--- config.mk ---
export PLATFORM = sky130hd
export DESIGN_NAME = mats_regs
export DESIGN_NICKNAME = d
export VERILOG_FILES = /design/src/mats_pkg.sv /design/src/mats_regs.sv
export SDC_FILE = /design/constraint.sdc
export NUM_CORES = 1
export LEC_CHECK = 0
export ABC_AREA = 1
export BUFFER_PORTS_ARGS = -buffer_cell sky130_fd_sc_hd__buf_2
export CAP_MARGIN = 0
export CORE_ASPECT_RATIO = 2
export CORE_MARGIN = 4
export CORE_UTILIZATION = 50
export DETAILED_ROUTE_END_ITERATION = 10
export PLACE_DENSITY = 0.76
export SYNTH_ARGS = -nofsm -noshare
export SYNTH_HDL_FRONTEND = slang
export SYNTH_SLANG_ARGS = --single-unit
--- constraint.sdc ---
create_clock -name sys_clk_i -period 1.7 [get_ports sys_clk_i]
set_input_delay 0.17 -clock sys_clk_i [delete_from_list [all_inputs] [get_ports sys_clk_i]]
set_output_delay 0.17 -clock sys_clk_i [all_outputs]
set_load 0.01 [all_outputs]
--- src/mats_pkg.sv ---
// Package for the analog, timer and trim control register bank.
// Assumes an 8-bit register port driven by the core on one clock.
package mats_pkg;

  // Register offsets
  localparam logic [7:0] ADDR_ADC_HIGH_REFERENCE_CTRL = 8'h13;
  localparam logic [7:0] ADDR_ADC_SAMPLE_RESOLUTION_CTRL = 8'h14;
  localparam logic [7:0] ADDR_PORT_A_WAKEUP_ENABLE = 8'h15;
  localparam logic [7:0] ADDR_ANALOG_PIN_ONLY_SELECT = 8'h16;
  localparam logic [7:0] ADDR_EXT_INTERRUPT_EDGE_CTRL = 8'h18;
  localparam logic [7:0] ADDR_TIMER_PWM_UPPER_BITS = 8'h19;
  localparam logic [7:0] ADDR_ANALOG_CIRCUIT_ENABLE = 8'h1A;
  localparam logic [7:0] ADDR_RES_FREQ_CONV_CTRL = 8'h1B;
  localparam logic [7:0] ADDR_TIMER3_PWM3_UPPER_BITS = 8'h1C;
  localparam logic [7:0] ADDR_OSC_TRIM_HIGH = 8'h1D;
  localparam logic [7:0] ADDR_OSC_TRIM_LOW = 8'h1E;

  // Reset values
  localparam logic RST_EXT_REF_SELECT = 1'b0;
  localparam logic [1:0] RST_INT_REF_LEVEL = 2'h3;
  localparam logic [1:0] RST_SAMPLE_PULSE_WIDTH = 2'h2;
  localparam logic [1:0] RST_CONVERSION_RESOLUTION = 2'h2;
  localparam logic [7:0] RST_PORT_A_WAKE_ENABLE = 8'hFF;
  localparam logic [7:0] RST_ANALOG_PIN_ONLY = 8'h00;
  localparam logic [7:0] RST_EXT_INTERRUPT_EDGE = 8'h05;
  localparam logic [3:0] RST_OSC_TRIM_LOW_NIBBLE = 4'h8;

  // Field codes
  localparam logic [1:0] EDGE_RESERVED = 2'h0;
  localparam logic [1:0] EDGE_RISING = 2'h1;
  localparam logic [1:0] EDGE_FALLING = 2'h2;
  localparam logic [1:0] EDGE_BOTH = 2'h3;
  localparam logic [1:0] LVL_2V = 2'h0;
  localparam logic [1:0] LVL_3V = 2'h1;
  localparam logic [1:0] LVL_4V = 2'h2;
  localparam logic [1:0] LVL_VDD = 2'h3;
  localparam logic [3:0] PAD_LAST_CODE = 4'hD;
  localparam logic [3:0] PAD_PORT_B_BASE = 4'h8;

  // ADC clock dividers, codes 00..11
  localparam logic [4:0] DIV_CODE0 = 5'h10;
  localparam logic [4:0] DIV_CODE1 = 5'h08;
  localparam logic [4:0] DIV_CODE2 = 5'h01;
  localparam logic [4:0] DIV_CODE3 = 5'h02;

  // Sampling FSM
  typedef enum logic [1:0] {
    MATS_SMP_IDLE = 2'b00,
    MATS_SMP_RUN = 2'b01,
    MATS_SMP_DONE = 2'b11
  } mats_smp_t;

endpackage : mats_pkg

--- src/mats_regs.sv ---
// Analog, timer-upper-bit and oscillator-trim control register bank.
// Assumes a core register port with read data one cycle after the strobe.
//
// What this block does
// Reference bit picks internal level or pin
// Level code: 2V, 3V, 4V, supply
// Sample pulse 1,2,4,8 ADC clocks
// Resolution 8, 10, else 12 bits
// Port B analog-only bits make pure analog
// Port A analog-only bits, reset zero
// Port A wake enables, reset all ones
// Irq pin selects route port B pins
// Edge codes rising, falling, both
// Top two edge bits plain storage
// Timer2 upper: write reload, read live
// Timer1 upper: write reload, read live
// Timer3 upper: write reload, read live
// PWM2 and PWM1 duty upper bits
// PWM3 duty upper bits at Timer3 byte
// Comparator enable bit, reset zero
// Resistance-to-frequency enable, reset zero
// Pad select: port A 0-7, B 0-5
// Trim loads factory bits; slow mode writes
// ADC clock is CPU clock divided
// Reserved edge code gives no trigger
`timescale 1ns/1ps
module mats_regs (
  // Clock and reset
  input wire logic sys_clk_i,
  input wire logic reset_n_i,
  // Register port
  input wire logic [7:0] addr_i,
  input wire logic [7:0] wdata_i,
  input wire logic wr_i,
  input wire logic rd_i,
  output logic [7:0] rdata_o,
  // Factory trim and mode
  input wire logic [6:0] factory_trim_i,
  input wire logic slow_mode_i,
  // Live timer counters
  input wire logic [9:0] timer1_count_i,
  input wire logic [9:0] timer2_count_i,
  input wire logic [9:0] timer3_count_i,
  // Sampling request and ADC clock select
  input wire logic sample_start_i,
  input wire logic [1:0] adc_clock_divider_i,
  output logic sample_pulse_o,
  // External interrupt pins
  input wire logic pb0_i,
  input wire logic pb1_i,
  output logic ext_irq0_trig_o,
  output logic ext_irq1_trig_o,
  // ADC reference and resolution
  output logic ext_ref_select_o,
  output logic [1:0] int_ref_level_o,
  output logic [1:0] conversion_resolution_o,
  output logic res12_o,
  // Pin modes
  output logic [4:0] port_a_analog_only_o,
  output logic [5:0] port_b_analog_only_o,
  output logic [7:0] port_a_wake_enable_o,
  output logic ext_irq0_pin_select_o,
  output logic ext_irq1_pin_select_o,
  output logic [1:0] ext_irq0_edge_o,
  output logic [1:0] ext_irq1_edge_o,
  // Timer reload and PWM duty upper bits
  output logic [1:0] timer1_upper_bits_o,
  output logic [1:0] timer2_upper_bits_o,
  output logic [1:0] timer3_upper_bits_o,
  output logic timer1_upper_load_o,
  output logic timer2_upper_load_o,
  output logic timer3_upper_load_o,
  output logic [1:0] pwm1_duty_upper_o,
  output logic [1:0] pwm2_duty_upper_o,
  output logic [1:0] pwm3_duty_upper_o,
  // Analog enables and trim
  output logic comparator_on_o,
  output logic res_freq_conv_on_o,
  output logic [7:0] rfc_pad_a_o,
  output logic [5:0] rfc_pad_b_o,
  output logic [10:0] osc_trim_value_o
);

  logic ext_ref_ff;
  logic [1:0] lvl_ff;
  logic [1:0] spw_ff;
  logic [1:0] res_ff;
  logic [2:0] pb_hi_ff;
  logic [7:0] wake_ff;
  logic [7:0] analog_pin_only_select_ff;
  logic [7:0] edge_ff;
  logic [7:0] timer_pwm_upper_bits_ff;
  logic [1:0] t3_ff;
  logic [1:0] pwm3_ff;
  logic cmp_ff;
  logic rfc_en_ff;
  logic [3:0] psel_ff;
  logic [10:0] trim_ff;
  logic trim_loaded_ff;
  logic [7:0] rdata_ff;
  logic [7:0] nxt_rdata;
  logic [2:0] tload_ff;
  logic pb0_d_ff;
  logic pb1_d_ff;
  logic wr_hit;

  // Decode helper shared by all write processes
  function automatic logic hit(input logic [7:0] a, input logic [7:0] b);
    hit = (a == b);
  endfunction : hit

  // Edge detect shared by both external interrupts
  function automatic logic edge_fire(input logic [1:0] code,
                                     input logic cur, input logic old);
    case (code)
      mats_pkg::EDGE_RISING: edge_fire = cur & ~old;
      mats_pkg::EDGE_FALLING: edge_fire = ~cur & old;
      mats_pkg::EDGE_BOTH: edge_fire = cur ^ old;
      default: edge_fire = 1'b0; // Reserved code fires nothing
    endcase
  endfunction : edge_fire

  assign wr_hit = wr_i;

  // ADC reference register
  always_ff @(posedge sys_clk_i or negedge reset_n_i) begin
    if (!reset_n_i) begin
      ext_ref_ff <= mats_pkg::RST_EXT_REF_SELECT;
      lvl_ff <= mats_pkg::RST_INT_REF_LEVEL;
    end else if (wr_hit && hit(addr_i, mats_pkg::ADDR_ADC_HIGH_REFERENCE_CTRL))
    begin
      ext_ref_ff <= wdata_i[7];
      lvl_ff <= wdata_i[1:0];
    end
  end

  // Sample and resolution register
  always_ff @(posedge sys_clk_i or negedge reset_n_i) begin
    if (!reset_n_i) begin
      pb_hi_ff <= 3'h0;
      spw_ff <= mats_pkg::RST_SAMPLE_PULSE_WIDTH;
      res_ff <= mats_pkg::RST_CONVERSION_RESOLUTION;
    end else if (wr_hit &&
                 hit(addr_i, mats_pkg::ADDR_ADC_SAMPLE_RESOLUTION_CTRL)) begin
      pb_hi_ff <= wdata_i[6:4];
      spw_ff <= wdata_i[3:2];
      res_ff <= wdata_i[1:0];
    end
  end

  // Wake, analog-only and edge registers
  always_ff @(posedge sys_clk_i or negedge reset_n_i) begin
    if (!reset_n_i) begin
      wake_ff <= mats_pkg::RST_PORT_A_WAKE_ENABLE;
      analog_pin_only_select_ff <= mats_pkg::RST_ANALOG_PIN_ONLY;
      edge_ff <= mats_pkg::RST_EXT_INTERRUPT_EDGE;
    end else if (wr_hit) begin
      if (hit(addr_i, mats_pkg::ADDR_PORT_A_WAKEUP_ENABLE)) begin
        wake_ff <= wdata_i;
      end
      if (hit(addr_i, mats_pkg::ADDR_ANALOG_PIN_ONLY_SELECT)) begin
        analog_pin_only_select_ff <= wdata_i;
      end
      if (hit(addr_i, mats_pkg::ADDR_EXT_INTERRUPT_EDGE_CTRL)) begin
        edge_ff <= wdata_i;
      end
    end
  end

  // Timer and PWM upper bits; reload strobes pulse on a write
  always_ff @(posedge sys_clk_i or negedge reset_n_i) begin
    if (!reset_n_i) begin
      timer_pwm_upper_bits_ff <= 8'h00;
      t3_ff <= 2'h0;
      pwm3_ff <= 2'h0;
      tload_ff <= 3'h0;
    end else begin
      tload_ff <= 3'h0;
      if (wr_hit && hit(addr_i, mats_pkg::ADDR_TIMER_PWM_UPPER_BITS)) begin
        timer_pwm_upper_bits_ff <= wdata_i;
        tload_ff[1:0] <= 2'h3;
      end
      if (wr_hit && hit(addr_i, mats_pkg::ADDR_TIMER3_PWM3_UPPER_BITS)) begin
        t3_ff <= wdata_i[5:4];
        pwm3_ff <= wdata_i[1:0];
        tload_ff[2] <= 1'b1;
      end
    end
  end

  // Comparator and resistance-to-frequency controls
  always_ff @(posedge sys_clk_i or negedge reset_n_i) begin
    if (!reset_n_i) begin
      cmp_ff <= 1'b0;
      rfc_en_ff <= 1'b0;
      psel_ff <= 4'h0;
    end else if (wr_hit) begin
      if (hit(addr_i, mats_pkg::ADDR_ANALOG_CIRCUIT_ENABLE)) begin
        cmp_ff <= wdata_i[7];
      end
      if (hit(addr_i, mats_pkg::ADDR_RES_FREQ_CONV_CTRL)) begin
        rfc_en_ff <= wdata_i[7];
        psel_ff <= wdata_i[3:0];
      end
    end
  end

  // Trim: strap is taken on the first clock after reset release, since
  // an async reset may only load constants. Writes only in slow mode.
  always_ff @(posedge sys_clk_i or negedge reset_n_i) begin
    if (!reset_n_i) begin
      trim_ff <= 11'h000;
      trim_loaded_ff <= 1'b0;
    end else if (!trim_loaded_ff) begin
      trim_ff <= {factory_trim_i, mats_pkg::RST_OSC_TRIM_LOW_NIBBLE};
      trim_loaded_ff <= 1'b1;
    end else if (wr_hit && slow_mode_i) begin
      if (hit(addr_i, mats_pkg::ADDR_OSC_TRIM_HIGH)) begin
        trim_ff[10:8] <= wdata_i[2:0];
      end
      if (hit(addr_i, mats_pkg::ADDR_OSC_TRIM_LOW)) begin
        trim_ff[7:0] <= wdata_i;
      end
    end
  end

  // Read mux; timer upper bits read the live counters
  always_comb begin
    nxt_rdata = 8'h00;
    case (addr_i)
      mats_pkg::ADDR_ADC_HIGH_REFERENCE_CTRL:
        nxt_rdata = {ext_ref_ff, 5'h00, lvl_ff};
      mats_pkg::ADDR_ADC_SAMPLE_RESOLUTION_CTRL:
        nxt_rdata = {1'b0, pb_hi_ff, spw_ff, res_ff};
      mats_pkg::ADDR_PORT_A_WAKEUP_ENABLE: nxt_rdata = wake_ff;
      mats_pkg::ADDR_ANALOG_PIN_ONLY_SELECT: nxt_rdata = analog_pin_only_select_ff;
      mats_pkg::ADDR_EXT_INTERRUPT_EDGE_CTRL: nxt_rdata = edge_ff;
      mats_pkg::ADDR_TIMER_PWM_UPPER_BITS:
        nxt_rdata = {timer2_count_i[9:8], timer1_count_i[9:8],
                     timer_pwm_upper_bits_ff[3:0]};
      mats_pkg::ADDR_ANALOG_CIRCUIT_ENABLE: nxt_rdata = {cmp_ff, 7'h00};
      mats_pkg::ADDR_RES_FREQ_CONV_CTRL:
        nxt_rdata = {rfc_en_ff, 3'h0, psel_ff};
      mats_pkg::ADDR_TIMER3_PWM3_UPPER_BITS:
        nxt_rdata = {2'h0, timer3_count_i[9:8], 2'h0, pwm3_ff};
      mats_pkg::ADDR_OSC_TRIM_HIGH: nxt_rdata = {5'h00, trim_ff[10:8]};
      mats_pkg::ADDR_OSC_TRIM_LOW: nxt_rdata = trim_ff[7:0];
      default: nxt_rdata = 8'h00;
    endcase
  end

  // Read data register, valid the cycle after the read strobe
  always_ff @(posedge sys_clk_i or negedge reset_n_i) begin
    if (!reset_n_i) begin
      rdata_ff <= 8'h00;
    end else if (rd_i) begin
      rdata_ff <= nxt_rdata;
    end else begin
      rdata_ff <= 8'h00;
    end
  end

  // ADC clock enable; restarted by a sample start for whole-clock pulses
  logic [4:0] div_ff;
  logic [4:0] div_sel;
  logic adc_tick;
  mats_pkg::mats_smp_t smp_ff;
  always_comb begin
    case (adc_clock_divider_i)
      2'h0: div_sel = mats_pkg::DIV_CODE0;
      2'h1: div_sel = mats_pkg::DIV_CODE1;
      2'h2: div_sel = mats_pkg::DIV_CODE2;
      default: div_sel = mats_pkg::DIV_CODE3;
    endcase
  end
  assign adc_tick = (div_ff >= div_sel - 5'h01);
  always_ff @(posedge sys_clk_i or negedge reset_n_i) begin
    if (!reset_n_i) begin
      div_ff <= 5'h00;
    end else if (adc_tick ||
                 (sample_start_i && smp_ff == mats_pkg::MATS_SMP_IDLE)) begin
      div_ff <= 5'h00;
    end else begin
      div_ff <= div_ff + 5'h01;
    end
  end

  // Sampling pulse FSM: high for 2^code ADC clock ticks
  logic [3:0] smp_cnt_ff;
  logic [3:0] smp_len;
  assign smp_len = 4'h1 << spw_ff;
  always_ff @(posedge sys_clk_i or negedge reset_n_i) begin
    if (!reset_n_i) begin
      smp_ff <= mats_pkg::MATS_SMP_IDLE;
      smp_cnt_ff <= 4'h0;
    end else begin
      case (smp_ff)
        mats_pkg::MATS_SMP_IDLE: begin
          smp_cnt_ff <= 4'h0;
          if (sample_start_i) begin
            smp_ff <= mats_pkg::MATS_SMP_RUN;
          end
        end
        mats_pkg::MATS_SMP_RUN: begin
          if (adc_tick) begin
            smp_cnt_ff <= smp_cnt_ff + 4'h1;
            if (smp_cnt_ff + 4'h1 == smp_len) begin
              smp_ff <= mats_pkg::MATS_SMP_DONE;
            end
          end
        end
        mats_pkg::MATS_SMP_DONE: smp_ff <= mats_pkg::MATS_SMP_IDLE;
        default: smp_ff <= mats_pkg::MATS_SMP_IDLE;
      endcase
    end
  end
  assign sample_pulse_o = (smp_ff == mats_pkg::MATS_SMP_RUN);

  // External interrupt edge detection, only when the pin is routed
  always_ff @(posedge sys_clk_i or negedge reset_n_i) begin
    if (!reset_n_i) begin
      pb0_d_ff <= 1'b0;
      pb1_d_ff <= 1'b0;
      ext_irq0_trig_o <= 1'b0;
      ext_irq1_trig_o <= 1'b0;
    end else begin
      pb0_d_ff <= pb0_i;
      pb1_d_ff <= pb1_i;
      ext_irq0_trig_o <= edge_ff[4] &
                         edge_fire(edge_ff[1:0], pb0_i, pb0_d_ff);
      ext_irq1_trig_o <= edge_ff[5] &
                         edge_fire(edge_ff[3:2], pb1_i, pb1_d_ff);
    end
  end

  // Field outputs
  assign rdata_o = rdata_ff;
  assign ext_ref_select_o = ext_ref_ff;
  assign int_ref_level_o = lvl_ff;
  assign conversion_resolution_o = res_ff;
  assign res12_o = res_ff[1]; // Upper bit alone selects 12 bits
  assign port_a_analog_only_o = analog_pin_only_select_ff[4:0];
  assign port_b_analog_only_o = {pb_hi_ff, analog_pin_only_select_ff[7:5]};
  assign port_a_wake_enable_o = wake_ff;
  assign ext_irq0_pin_select_o = edge_ff[4];
  assign ext_irq1_pin_select_o = edge_ff[5];
  assign ext_irq0_edge_o = edge_ff[1:0];
  assign ext_irq1_edge_o = edge_ff[3:2];
  assign timer2_upper_bits_o = timer_pwm_upper_bits_ff[7:6];
  assign timer1_upper_bits_o = timer_pwm_upper_bits_ff[5:4];
  assign timer3_upper_bits_o = t3_ff;
  assign timer1_upper_load_o = tload_ff[0];
  assign timer2_upper_load_o = tload_ff[1];
  assign timer3_upper_load_o = tload_ff[2];
  assign pwm2_duty_upper_o = timer_pwm_upper_bits_ff[3:2];
  assign pwm1_duty_upper_o = timer_pwm_upper_bits_ff[1:0];
  assign pwm3_duty_upper_o = pwm3_ff;
  assign comparator_on_o = cmp_ff;
  assign res_freq_conv_on_o = rfc_en_ff;
  // One-hot pad select; codes above the last pad select nothing
  assign rfc_pad_a_o = (rfc_en_ff && !psel_ff[3]) ?
                       (8'h01 << psel_ff[2:0]) : 8'h00;
  assign rfc_pad_b_o = (rfc_en_ff && psel_ff[3] &&
                        psel_ff <= mats_pkg::PAD_LAST_CODE) ?
                       (6'h01 << (psel_ff - mats_pkg::PAD_PORT_B_BASE)) :
                       6'h00;
  assign osc_trim_value_o = trim_ff;

  // Checks
  a_ref_write: assert property (@(posedge sys_clk_i) disable iff (!reset_n_i)
    wr_i && addr_i == mats_pkg::ADDR_ADC_HIGH_REFERENCE_CTRL
    |=> ext_ref_select_o == $past(wdata_i[7])) else $error("ref bit");
  a_level_write: assert property (@(posedge sys_clk_i) disable iff (!reset_n_i)
    wr_i && addr_i == mats_pkg::ADDR_ADC_HIGH_REFERENCE_CTRL
    |=> int_ref_level_o == $past(wdata_i[1:0])) else $error("level");
  a_res_twelve: assert property (@(posedge sys_clk_i) disable iff (!reset_n_i)
    wr_i && addr_i == mats_pkg::ADDR_ADC_SAMPLE_RESOLUTION_CTRL
    |=> res12_o == $past(wdata_i[1])) else $error("res12");
  a_wake_write: assert property (@(posedge sys_clk_i) disable iff (!reset_n_i)
    wr_i && addr_i == mats_pkg::ADDR_PORT_A_WAKEUP_ENABLE
    |=> port_a_wake_enable_o == $past(wdata_i)) else $error("wake");
  a_reserved_edge: assert property (@(posedge sys_clk_i)
    disable iff (!reset_n_i)
    $past(edge_ff[1:0]) == mats_pkg::EDGE_RESERVED |-> !ext_irq0_trig_o)
    else $error("reserved edge fired");
  a_timer_live: assert property (@(posedge sys_clk_i) disable iff (!reset_n_i)
    rd_i && addr_i == mats_pkg::ADDR_TIMER_PWM_UPPER_BITS
    |=> rdata_o[7:4] == $past({timer2_count_i[9:8], timer1_count_i[9:8]}))
    else $error("live read");
  a_trim_locked: assert property (@(posedge sys_clk_i) disable iff (!reset_n_i)
    trim_loaded_ff && !slow_mode_i |=> $stable(osc_trim_value_o))
    else $error("trim changed");
  a_pad_onehot: assert property (@(posedge sys_clk_i) disable iff (!reset_n_i)
    res_freq_conv_on_o && psel_ff <= mats_pkg::PAD_LAST_CODE
    |-> $onehot({rfc_pad_b_o, rfc_pad_a_o})) else $error("pad");

endmodule : mats_regs

==> flow_summary.ini <==
[status]
status = complete, no violations

[placed_design]
place.detailed.hpwl_um = 11000
final_weighted_congestion_in_routability_driven_placement = 0.938
buffer_ports.inserted = 122
place_ws_ns = -0.106

[worst_setup_path]
critical_path.slowest_cell = dfrtp_1
cp_class = register to output port
critical_path_buf_inv_count = 2
endpoint_class_of_the_critical_path = output port
worst_path_top_cell_family_by_delay = flip-flops
worst-r2r-setup-slack_ns = 0.15
cp_slowest_stage_delay_ns = 0.44
cp-start-kind = register
cell_by_cell_trace_of_the_critical_path = inv_1 > nor4_2 > buf_2
crit_path_dat_ns = 1.48
critPathMaxFanout = 6
crit_required_ns = 1.53

[synth]
syn_inst = 575
yosys_register_bits = 89
seq_area_frac_synth = 0.467
summed_instance_area_of_the_synthesized_netlist_mm2 = 0.00480
synth_cell_type_count = 39
synth_warnings = 0
postSynthAreaPerCell_um2 = 8.35

[detailed_routing]
detail_route.wirelength_um = 14200
routedWlPerCell_um = 17.4
overall_via_count_from_detail_route = 4381
remaining_drc_errors = 0
initialDrtViolationCount = 222
route.antenna.remaining_nets = 0
drt_first_pass_iters = 5
routed_via_density = 5.39

[power]
p_leak_nw = 3.10
fin_total_pwr_mw = 5.44
worst_vdd_ir_uv = 644
power_per_cell_area_mw_per_mm2 = 933

[floorplan]
die_width_um = 77.3
initial_core_util = 0.512
core.rowCount = 50
num_io_pins = 147
fp.dieH_um = 147
dieArea_mm2 = 0.0113
core_region_area_mm2 = 0.00938

[timing]
timing_hold_violations_final = 0
fin_worst_skew_ns = 0.0111
layout_setup_ws_ns = 0.0480
timing.final.setup_violations = 0
post-route-min-period_ns = 1.65
achievable-frequency_mhz = 605
timing.final.crit_share = 0.972
drv_slew = 0
holdWs_ns = 0.0798

[clocking]
tritoncts_clock_tree = built
clock_path_buffers = 2
clk_root_buffer_cell = clkbuf_16
tritoncts_buffer_count = 9
clock_insertion_delay_worst_skew_ns = 0.34
htree_levels = 3
clock_pin_slew_on_the_worst_setup_and_hold_paths_ns = 0.06
clkSinkCount = 89

[layout]
insertedDiodeCount = 0
layout_commonest_cell = nand2_1
regArea_mm2 = 0.00224
area_delta_synth_final_pct = 21.5
postLayoutCoreUtil = 0.622
nNetsFinal = 779
multiInputGateArea_mm2 = 0.00215
filler_cell_count = 839
drive_gt1_frac = 0.334
most-common-layout-cells = nand2_1, buf_2, dfrtp_1

[flow_run]
drv.max_cap_violation_count = 0

[global_routing]
grt_max_degree = 42
grt_pass1_vias = 4574
antenna_violations_before_repair = 0
grt_overflow_total = 0
global_route.usage.total = 0.256
grt_pass1_wl_um = 22600

[min_path]
timing.hold.worst.class = input pin to register
[synthesized netlist by cell type (all sizes together)]
master / n / area [µm²]
xor2: 3 / 26.3
nor4: 2 / 12.5
dfstp: 14 / 368
a21oi: 15 / 86.3
o22ai: 3 / 18.8
buf: 18 / 158
inv: 67 / 251
a21boi: 2 / 15.0
mux2i: 1 / 10.0
o31ai: 1 / 7.51
nand4: 8 / 56.3
ha: 12 / 150
nor3: 1 / 5.00
o211ai: 3 / 22.5
dfrtp: 75 / 1880
xnor2: 2 / 17.5
o21ai: 78 / 495
nand3: 51 / 280
or2: 2 / 12.5
a21o: 1 / 7.51
o21bai: 1 / 7.51
conb: 1 / 3.75
nand2: 147 / 597
clkbuf: 3 / 11.3
nor2: 63 / 298
nand3b: 1 / 7.51
[through the flow]
step | area (µm²) | cells | TNS, ns
after global routing | 5830 | 813 | -0.0486
after detailed placement | 5500 | 794 | -0.343
final | 5830 | 813 | 0
after global placement | 5500 | 794 | -0.0862
after CTS | 5820 | 813 | 0
after floorplan | 4810 | 576 | 0
[what timing repair did]
action,in CTS,in global routing
hold buffers,3,0
buffers inserted,0,0
setup endpoints to repair,0,4
hold endpoints to repair,31,0
resized for setup,0,3
[final timing paths]
| check | from | depth (start not counted) | to |
|---|---|---|---|
| worst max-delay path | psel_ff[2] | 3 | rfc_pad_a_o[7] |
| max in group asynchronous | reset_n_i | 3 | int_ref_level_o[1] |
| worst max register to register | div_ff[3] | 7 | smp_cnt_ff[2] |
| worst min register to register | smp_ff[1] | 1 | smp_ff[0] |
| worst min-delay path | wdata_i[7] | 3 | comparator_on_o |
| min in group asynchronous | reset_n_i | 2 | timer3_upper_bits_o[0] |
[routing by layer]
layer,global-route usage,wire length [µm],share of wire
met2,0.495,8090,0.57
met4,0.109,477,0.034
met3,0.0321,468,0.033
met5,0,0,0
met1,0.268,5150,0.36
[sequential cells by signal (all words and copies together), names as in the netlist, 3 cells and up]
register / count
osc_trim_value_o: 11
analog_pin_only_select_ff: 8
edge_ff: 8
port_a_wake_enable_o: 8
rdata_o: 8
timer_pwm_upper_bits_ff: 8
div_ff: 5
psel_ff: 4
smp_cnt_ff: 4
pb_hi_ff: 3
[logic make-up (layout without fill, tap and decap cells)]
logic type / Yosys count / after routing / synth area share
other: 1 / 2 / 0.000781
AND/OR/NAND/NOR: 275 / 275 / 0.264
XOR/XNOR: 5 / 5 / 0.00912
AO/OA/AOI/OAI: 104 / 104 / 0.138
flip-flops: 89 / 89 / 0.467
adder cells (fa/ha/maj): 12 / 12 / 0.0313
buffers and inverters: 88 / 221 / 0.0875
multiplexers: 1 / 1 / 0.00208
[power breakdown]
part / internal (mW) / switching (mW) / total [mW]
Clock: 1.05 / 0.855 / 1.90
Combinational: 0.399 / 0.631 / 1.03
Sequential: 2.32 / 0.191 / 2.51
Total: 3.77 / 1.68 / 5.44
[cell type report]
type	count	area share
clock buffers	10	0.0410
clock inverters	6	0.00858
repair buffers	138	0.131
inverters	67	0.0431
multi-input cells	399	0.369
flip-flops and latches	89	0.385
well taps	104	0.0223
[worst min-delay path, delay by kind of cell]
kind / cells / cell delay, ns
and+or+nand+nor: 1 / 0.04
buffers and inverters: 1 / 0.09
AOI/OAI and AO/OA: 1 / 0.07
(Power assumes the default switching activity.)
